`src/hw/pfm_consts.vh`:
```
// Constants for the port function multiplexer
`ifndef PFM_CONSTS_VH
`define PFM_CONSTS_VH

// Upper address halves of the two register windows
`define PFM_BASE_CPU_HI 16'h4001
`define PFM_BASE_EXT_HI 16'h000d

// Register offsets inside one port block
`define PFM_OFS_MODE    3'h0
`define PFM_OFS_DIR     3'h1
`define PFM_OFS_FSEL    3'h2
`define PFM_OFS_FEXP    3'h3
`define PFM_OFS_DOUT    3'h4
`define PFM_OFS_DIN     3'h5
`define PFM_OFS_LAST    3'h5

// Address fields: port block stride 32 bytes
`define PFM_ADR_PORT_LSB 5
`define PFM_ADR_REG_LSB  2

// Reset values
`define PFM_RST_MODE 8'h00
`define PFM_RST_DIR  8'hff
`define PFM_RST_FSEL 8'h00
`define PFM_RST_FEXP 8'h00
`define PFM_RST_DOUT 8'h00

// AXI responses
`define PFM_RESP_OKAY   2'h0
`define PFM_RESP_DECERR 2'h3

// Pin indices, port*8 + bit
`define PFM_PIN_P13 11
`define PFM_PIN_P20 16
`define PFM_PIN_P26 22
`define PFM_PIN_P35 29
`define PFM_PIN_P50 40
`define PFM_PIN_P51 41
`define PFM_PIN_P62 50
`define PFM_PIN_P70 56

// Function codes {expand, select}
`define PFM_FN1 2'h0
`define PFM_FN2 2'h1
`define PFM_FN3 2'h2
`define PFM_FN4 2'h3
`define PFM_FN_COMM 2'h0

`endif

```
`src/hw/pfm_port_function_mux.v`:
```
// Port function multiplexer with AXI4-Lite register slave
//
// The AXI4-Lite interface to the registers and the placing of the registers were left to the implementer.
`include "pfm_consts.vh"
`default_nettype none

module pfm_port_function_mux #(
   parameter NPORT = 8
) (
   input  wire                 i_ref_clk,
   input  wire                 i_srst,
   // AXI4-Lite slave
   input  wire [31:0]          i_s_axi_awaddr,
   input  wire                 i_s_axi_awvalid,
   output wire                 o_s_axi_awready,
   input  wire [31:0]          i_s_axi_wdata,
   input  wire [3:0]           i_s_axi_wstrb,
   input  wire                 i_s_axi_wvalid,
   output wire                 o_s_axi_wready,
   output reg  [1:0]           o_s_axi_bresp,
   output reg                  o_s_axi_bvalid,
   input  wire                 i_s_axi_bready,
   input  wire [31:0]          i_s_axi_araddr,
   input  wire                 i_s_axi_arvalid,
   output wire                 o_s_axi_arready,
   output reg  [31:0]          o_s_axi_rdata,
   output reg  [1:0]           o_s_axi_rresp,
   output reg                  o_s_axi_rvalid,
   input  wire                 i_s_axi_rready,
   // Pins
   input  wire [NPORT*8-1:0]   i_pin_in,
   output reg  [NPORT*8-1:0]   o_pin_out,
   output reg  [NPORT*8-1:0]   o_pin_oe,
   // Generic peripheral functions, slot fn*NPIN+pin
   input  wire [NPORT*32-1:0]  i_fn_out,
   input  wire [NPORT*32-1:0]  i_fn_oe,
   output reg  [NPORT*8-1:0]   o_fn_in,
   // Communications circuit
   input  wire                 i_comm_irq_out_n,
   input  wire                 i_link_error_led_n,
   input  wire                 i_run_led_n,
   input  wire                 i_link_run_led_n,
   input  wire                 i_rx_data_led_n,
   output reg                  o_ext_irq22_in,
   output reg                  o_comm_wdt_error_in_n,
   output reg  [7:0]           o_station_number_in,
   output reg  [3:0]           o_transfer_rate_in
);

   localparam NPIN = NPORT * 8;

   reg  [NPIN-1:0]   mode_q;
   reg  [NPIN-1:0]   dir_q;
   reg  [NPIN-1:0]   fsel_q;
   reg  [NPIN-1:0]   fexp_q;
   reg  [NPIN-1:0]   dout_q;
   reg  [NPIN-1:0]   sync_a_q;
   reg  [NPIN-1:0]   sync_b_q;
   reg  [4*NPIN-1:0] fo;
   reg  [4*NPIN-1:0] foe;
   wire [NPIN-1:0]   pin_out_d;
   wire [NPIN-1:0]   pin_oe_d;

   reg  [31:0]       awaddr_q;
   reg  [31:0]       wdata_q;
   reg               wstrb0_q;
   reg               aw_got_q;
   reg               w_got_q;

   // Decode: window hit, in range, aligned
   function dec_ok;
      input [31:0] a;
      begin
         dec_ok = ((a[31:16] == `PFM_BASE_CPU_HI) ||
                   (a[31:16] == `PFM_BASE_EXT_HI)) &&
                  (a[15:8] == 8'h00) &&
                  (a[1:0] == 2'h0) &&
                  (a[7:5] < NPORT) &&
                  (a[4:2] <= `PFM_OFS_LAST);
      end
   endfunction

   // Write channel
   assign o_s_axi_awready = !aw_got_q && !o_s_axi_bvalid;
   assign o_s_axi_wready  = !w_got_q && !o_s_axi_bvalid;

   wire       do_wr   = aw_got_q && w_got_q && !o_s_axi_bvalid;
   wire       wr_ok   = dec_ok(awaddr_q);
   wire [2:0] wr_port = awaddr_q[7:5];
   wire [2:0] wr_reg  = awaddr_q[4:2];
   wire [7:0] wr_byte = wdata_q[7:0];

   always @(posedge i_ref_clk)
   begin
      if (i_srst)
      begin
         awaddr_q       <= 32'h0000_0000;
         wdata_q        <= 32'h0000_0000;
         wstrb0_q       <= 1'b0;
         aw_got_q       <= 1'b0;
         w_got_q        <= 1'b0;
         o_s_axi_bvalid <= 1'b0;
         o_s_axi_bresp  <= `PFM_RESP_OKAY;
      end
      else
      begin
         if (i_s_axi_awvalid && o_s_axi_awready)
         begin
            awaddr_q <= i_s_axi_awaddr;
            aw_got_q <= 1'b1;
         end
         if (i_s_axi_wvalid && o_s_axi_wready)
         begin
            wdata_q  <= i_s_axi_wdata;
            wstrb0_q <= i_s_axi_wstrb[0];
            w_got_q  <= 1'b1;
         end
         if (do_wr)
         begin
            aw_got_q       <= 1'b0;
            w_got_q        <= 1'b0;
            o_s_axi_bvalid <= 1'b1;
            o_s_axi_bresp  <= wr_ok ? `PFM_RESP_OKAY : `PFM_RESP_DECERR;
         end
         else if (o_s_axi_bvalid && i_s_axi_bready)
         begin
            o_s_axi_bvalid <= 1'b0;
         end
      end
   end

   // Register file; only byte lane 0 carries data
   always @(posedge i_ref_clk)
   begin
      if (i_srst)
      begin
         mode_q <= {NPORT{`PFM_RST_MODE}};
         dir_q  <= {NPORT{`PFM_RST_DIR}};
         fsel_q <= {NPORT{`PFM_RST_FSEL}};
         fexp_q <= {NPORT{`PFM_RST_FEXP}};
         dout_q <= {NPORT{`PFM_RST_DOUT}};
      end
      else if (do_wr && wr_ok && wstrb0_q)
      begin
         case (wr_reg)
            `PFM_OFS_MODE: mode_q[wr_port*8 +: 8] <= wr_byte;
            `PFM_OFS_DIR:  dir_q[wr_port*8 +: 8]  <= wr_byte;
            `PFM_OFS_FSEL: fsel_q[wr_port*8 +: 8] <= wr_byte;
            `PFM_OFS_FEXP: fexp_q[wr_port*8 +: 8] <= wr_byte;
            `PFM_OFS_DOUT: dout_q[wr_port*8 +: 8] <= wr_byte;
            default:
            begin
               // Input register is read only
            end
         endcase
      end
   end

   // Read channel
   assign o_s_axi_arready = !o_s_axi_rvalid;

   wire [2:0] rd_port = i_s_axi_araddr[7:5];
   reg  [7:0] rd_byte;

   always @*
   begin
      rd_byte = 8'h00;
      case (i_s_axi_araddr[4:2])
         `PFM_OFS_MODE: rd_byte = mode_q[rd_port*8 +: 8];
         `PFM_OFS_DIR:  rd_byte = dir_q[rd_port*8 +: 8];
         `PFM_OFS_FSEL: rd_byte = fsel_q[rd_port*8 +: 8];
         `PFM_OFS_FEXP: rd_byte = fexp_q[rd_port*8 +: 8];
         `PFM_OFS_DOUT: rd_byte = dout_q[rd_port*8 +: 8];
         `PFM_OFS_DIN:  rd_byte = sync_b_q[rd_port*8 +: 8];
         default:       rd_byte = 8'h00;
      endcase
   end

   always @(posedge i_ref_clk)
   begin
      if (i_srst)
      begin
         o_s_axi_rvalid <= 1'b0;
         o_s_axi_rdata  <= 32'h0000_0000;
         o_s_axi_rresp  <= `PFM_RESP_OKAY;
      end
      else if (i_s_axi_arvalid && o_s_axi_arready)
      begin
         o_s_axi_rvalid <= 1'b1;
         if (dec_ok(i_s_axi_araddr))
         begin
            o_s_axi_rdata <= {24'h00_0000, rd_byte};
            o_s_axi_rresp <= `PFM_RESP_OKAY;
         end
         else
         begin
            o_s_axi_rdata <= 32'h0000_0000;
            o_s_axi_rresp <= `PFM_RESP_DECERR;
         end
      end
      else if (o_s_axi_rvalid && i_s_axi_rready)
      begin
         o_s_axi_rvalid <= 1'b0;
      end
   end

   // Dedicated communications signals replace their generic slots
   always @*
   begin
      fo  = i_fn_out;
      foe = i_fn_oe;
      fo[2*NPIN+`PFM_PIN_P35]  = i_comm_irq_out_n;
      foe[2*NPIN+`PFM_PIN_P35] = 1'b1;
      // No function 4 here; keep the pin quiet if chosen
      foe[3*NPIN+`PFM_PIN_P35] = 1'b0;
      fo[`PFM_PIN_P20]  = i_link_error_led_n;
      foe[`PFM_PIN_P20] = 1'b1;
      fo[`PFM_PIN_P26]  = i_run_led_n;
      foe[`PFM_PIN_P26] = 1'b1;
      fo[`PFM_PIN_P50]  = i_link_run_led_n;
      foe[`PFM_PIN_P50] = 1'b1;
      fo[`PFM_PIN_P51]  = i_rx_data_led_n;
      foe[`PFM_PIN_P51] = 1'b1;
   end

   // Per pin selection
   genvar gi;
   generate
      for (gi = 0; gi < NPIN; gi = gi + 1)
      begin : g_pin
         wire [1:0] fn = {fexp_q[gi], fsel_q[gi]};
         assign pin_out_d[gi] = mode_q[gi] ? fo[fn*NPIN+gi]
                                           : dout_q[gi];
         assign pin_oe_d[gi]  = mode_q[gi] ? foe[fn*NPIN+gi]
                                           : !dir_q[gi];
      end
   endgenerate

   function [1:0] fn_of;
      input integer p;
      begin
         fn_of = {fexp_q[p], fsel_q[p]};
      end
   endfunction

   // Pin drive; reset state is undriven so pull-ups hold high
   always @(posedge i_ref_clk)
   begin
      if (i_srst)
      begin
         o_pin_out <= {NPIN{1'b1}};
         o_pin_oe  <= {NPIN{1'b0}};
      end
      else
      begin
         o_pin_out <= pin_out_d;
         o_pin_oe  <= pin_oe_d;
      end
   end

   // Pin inputs pass two flops before any use
   always @(posedge i_ref_clk)
   begin
      if (i_srst)
      begin
         sync_a_q <= {NPIN{1'b1}};
         sync_b_q <= {NPIN{1'b1}};
      end
      else
      begin
         sync_a_q <= i_pin_in;
         sync_b_q <= sync_a_q;
      end
   end

   wire st_en = (mode_q[`PFM_PIN_P70 +: 8] == 8'hff) &&
                (fexp_q[`PFM_PIN_P70 +: 8] == 8'h00) &&
                (fsel_q[`PFM_PIN_P70 +: 8] == 8'h00);

   // Functional inputs; idle levels when not in control mode, except the transfer rate pins
   always @(posedge i_ref_clk)
   begin
      if (i_srst)
      begin
         o_fn_in               <= {NPIN{1'b0}};
         o_ext_irq22_in        <= 1'b1;
         o_comm_wdt_error_in_n <= 1'b1;
         o_station_number_in   <= 8'h00;
         o_transfer_rate_in    <= 4'h0;
      end
      else
      begin
         o_fn_in <= sync_b_q & mode_q;
         o_ext_irq22_in <= (mode_q[`PFM_PIN_P35] &&
                            fn_of(`PFM_PIN_P35) == `PFM_FN2) ?
                           sync_b_q[`PFM_PIN_P35] : 1'b1;
         // Error seen only in control mode; active low
         o_comm_wdt_error_in_n <= (mode_q[`PFM_PIN_P13] &&
                                   fn_of(`PFM_PIN_P13) == `PFM_FN_COMM) ?
                                  sync_b_q[`PFM_PIN_P13] : 1'b1;
         o_station_number_in <= st_en ?
                                sync_b_q[`PFM_PIN_P70 +: 8] : 8'h00;
         // Rate pins read through even in port mode
         o_transfer_rate_in <= sync_b_q[`PFM_PIN_P62 +: 4];
      end
   end

endmodule // pfm_port_function_mux

`default_nettype wire

```
`config.mk`:
```
export PLATFORM = sky130hd
export DESIGN_NAME = pfm_port_function_mux
export DESIGN_NICKNAME = d
export VERILOG_FILES = /design/src/hw/pfm_port_function_mux.v
export VERILOG_INCLUDE_DIRS = /design/src /design/src/hw
export SDC_FILE = /design/constraint.sdc
export NUM_CORES = 1
export LEC_CHECK = 0
export ABC_AREA = 1
export BUFFER_PORTS_ARGS = -buffer_cell sky130_fd_sc_hd__buf_4
export CAP_MARGIN = 20
export CORE_AREA = 3 3 365 367
export CTS_BUF_LIST = sky130_fd_sc_hd__clkbuf_8
export DETAILED_ROUTE_END_ITERATION = 7
export DIE_AREA = 0 0 368 370
export PLACE_DENSITY = 0.4
export SLEW_MARGIN = 15
export SYNTH_ARGS = -nofsm -noshare
export SYNTH_HDL_FRONTEND = slang
export SYNTH_SLANG_ARGS = --single-unit
```
`constraint.sdc`:
```
create_clock -name i_ref_clk -period 3.8 [get_ports i_ref_clk]
set_input_delay 0.19 -clock i_ref_clk [delete_from_list [all_inputs] [get_ports i_ref_clk]]
set_output_delay 0.19 -clock i_ref_clk [all_outputs]
set_load 0.02 [all_outputs]
```
==> flow_summary_export.csv <==
group,metric,value,unit
run_status,status,"complete, no violations",
worst_setup_path,path_max_fanout,9,
worst_setup_path,r2r_end,"o_s_axi_rdata[4]",
flow_run,drv_cap,0,
timing,tns,0,ps
detailed_routing,initialDrtViolationCount,2410,
global_route,antenna_found_initial,21,
placed_design,port_buffers,872,
timing,fmax,293,MHz
detailed_routing,drt-total-wl,183,mm
synthesis,synthFlopType,"dfxtp_1",
global_route,grt_pass1_wl,258,mm
worst_setup_path,cp-start-kind,"flop",
floorplanning,die_width,368,um
floorplanning,initial_core_util,25.0,%
cts,cts_root_buf,"clkbuf_8",
cts,cts.sinks,709,
worst_setup_path,regToRegSetupSlack,390,ps
detailed_routing,drtPass1Iterations,5,
synthesis,synth_warnings,0,
floorplanning,dieArea,0.136,mm2
worst_hold_path,whs_endpoint,"awaddr_q[31]",
global_route,grt_use_total,25.9,%
floorplanning,coreArea,0.130,mm2
cts,clk_path_buf_depth,3,
worst_setup_path,rr_worst_depth,11,
synthesis,netlist_instances,4750,
cts,numCtsBuffers,143,
timing,rsz0062_at_grt,"false",
worst_hold_path,holdCritPathClass,"in2reg",
synthesis,synth.yosys.seq_area_share,43.8,%
synthesis,async_flop_share,0,%
floorplanning,io_pins,935,
detailed_routing,drc_errors,0,
final_layout,synthToLayoutAreaGrowth,48.9,%
synthesis,synth_top_area_share,43.8,%
synthesis,yosysMostFrequentCell,"nand2_1",
timing,tightest_slew,1070,ps
timing,period_minus_slack,3410,ps
global_route,grt_pass1_vias,37200,
timing,setup_violations,0,
worst_setup_path,crit_type,"reg2reg",
detailed_routing,vias_per_cell,4.72,
placed_design,dpl.hpwl,138,mm
global_route,grt.overflow.total,0,
power,irDropWorstVdd,321,uV
cts,path_clk_slew,60,ps
floorplanning,fp.dieH,370,um
synthesis,yosys_register_bits,709,
placed_design,routabilityCongestion,0.850,
worst_hold_path,worstHoldPathCells,5,
synthesis,synth_common_cells,"1156 x nand2_1, 711 x nor2_1, 709 x dfxtp_1",
worst_hold_path,hp-start,"i_s_axi_awvalid",
power,p_total,0.0183,W
detailed_routing,vias,37400,
synthesis,synth_area_per_cell,6.82,um2
synthesis,synth_largest_area_cell,"dfxtp_1",
final_layout,final_net_count,6743,
cts,clkLatencyLatePin,880,ps
detailed_routing,antenna_left,0,
final_layout,layout-drive-gt1-share,21.9,%
timing,drv_slew,0,
worst_setup_path,cp.required,4550,ps
detailed_routing,wl_per_cell,23.2,um
cts,ctsHtreeMaxLevel,4,
synthesis,ys_types,34,
global_route,grt_start_max_net_pins,182,
timing,fin_crit_sh,89.9,%
worst_setup_path,arrival,4160,ps
final_layout,fill_cells,14300,
timing,timing_hold_violations_final,0,
worst_setup_path,reg2reg_from,"o_s_axi_rvalid",
floorplanning,rows,132,
worst_setup_path,crit_path_end_kind,"flop",
timing,relSlewSlack,28.8,%
power,power_leakage,23.8,nW
cts,cts_tree,"done",
synthesis,synth_edf_count,0,
synthesis,syn-cell-area,0.0324,mm2
power,p_per_area,380,mW/mm2
timing,finClkSkew,50.5,ps
synthesis,synth_area_leaders,"dfxtp_1 44%, nand2_1 13%, nor2_1 8.2%",
layer usage:
metal	vias to the layer above	routed length, um	track usage, %
li1	18000	-	-
met1	17900	76200	31.2
met2	1216	91900	46.3
met3	236	10300	5.04
met4	6	4980	8.13
met5	-	41	0
placed cells by master (no fill, tap or decap), types with 2 or more instances in the layout:
cell type,instances
a21oi_1,335
a221o_1,64
buf_12,9
buf_4,952
bufinv_16,4
clkbuf_8,184
clkinv_1,7
clkinv_2,14
clkinvlp_4,5
conb_1,24
dfxtp_1,709
diode_2,13
dlygate4sd3_1,413
ha_1,5
inv_1,525
inv_2,4
inv_4,2
inv_6,4
inv_8,3
nand2_1,1156
nand3_1,237
nand3_2,11
nand3b_1,2
nand4_1,118
nor2_1,701
nor2_2,3
nor2_4,8
nor3_1,29
nor3_2,8
nor4_1,7
nor4_2,3
o211ai_1,105
o21ai_0,306
o21ai_1,2
o22ai_1,59
or2_2,129
stage by stage:
stage          hold slack [ps]  cell area [um2]  cells  util, %  setup slack [ps]
3_5_place_dp               377            41100   7234     31.7               491
4_1_cts                  0.237            48200   7899     37.1              89.4
6_report                  79.3            48200   7912     37.2               386
3_3_place_gp               377            41100   7234     31.7               546
5_1_grt                   14.1            48200   7909     37.2               170
2_1_floorplan              294            32500   4773        -              1080
registers in the layout (all words and copies together) (netlist names), 64 cells and up:
name	cells
dir_q	64
dout_q	64
fexp_q	64
fsel_q	64
mode_q	64
o_fn_in	64
o_pin_oe	64
o_pin_out	64
sync_a_q	64
sync_b_q	64
cell families after synthesis:
logic type / Yosys count / share of synthesized area (%)
AND/OR/NAND/NOR: 2418 / 31.4
AO/OA/AOI/OAI: 873 / 15.5
buffers and inverters: 744 / 9.01
flip-flops: 709 / 43.8
adder cells (fa/ha/maj): 5 / 0.193
other: 1 / 0.0116
area by class of cell:
| type | instances | area [um2] | share of cell area [%] |
|---|---|---|---|
| clock inverters | 68 | 430 | 0.892 |
| inverters | 500 | 1890 | 3.92 |
| repair buffers | 1376 | 11500 | 23.8 |
| multi-input cells | 3320 | 15500 | 32.1 |
| diodes | 13 | 32.5 | 0.0674 |
| clock buffers | 184 | 2530 | 5.25 |
| well taps | 1742 | 2180 | 4.52 |
| flip-flops and latches | 709 | 14200 | 29.4 |
power breakdown:
| group | total (W) | switching, W | internal (W) |
|---|---|---|---|
| sequential | 0.00770 | 0.000109 | 0.00759 |
| clock | 0.00827 | 0.00366 | 0.00461 |
| combinational | 0.00237 | 0.00132 | 0.00104 |
| total | 0.0183 | 0.00509 | 0.0132 |
how the worst max path moves through the flow:
stage / from / to / slack [ps] / cells past startpoint
2_1_floorplan: awaddr_q[5] / fsel_q[0] / 1080 / 11
3_3_place_gp: w_got_q / fsel_q[4] / 550 / 11
3_5_place_dp: w_got_q / fsel_q[4] / 490 / 11
4_1_cts: o_s_axi_rvalid / o_s_axi_rdata[5] / 90 / 11
5_1_grt: w_got_q / fsel_q[2] / 170 / 11
6_report: o_s_axi_rvalid / o_s_axi_rdata[4] / 390 / 11
critical path, cell delays in order (launching register included):
cell and delay, ps:
dfxtp_1 310, inv_1 100, nand2_1 380, inv_1 240, nand2_1 90, nor4_2 390, nand4_1 160, nor2_1 150
buf_4 200, dlygate4sd3_1 980, nand3_1 160, a21oi_1 140
what timing repair did:
| action | in CTS | in global routing |
|---|---|---|
| buffers inserted | 0 | 0 |
| gates resized for setup | 0 | 1 |
| hold buffers | 413 | 0 |
| hold endpoints to repair | 284 | 0 |
| endpoints found under the setup margin | 0 | 8 |
No activity file was read; power rests on OpenSTA's default activity.
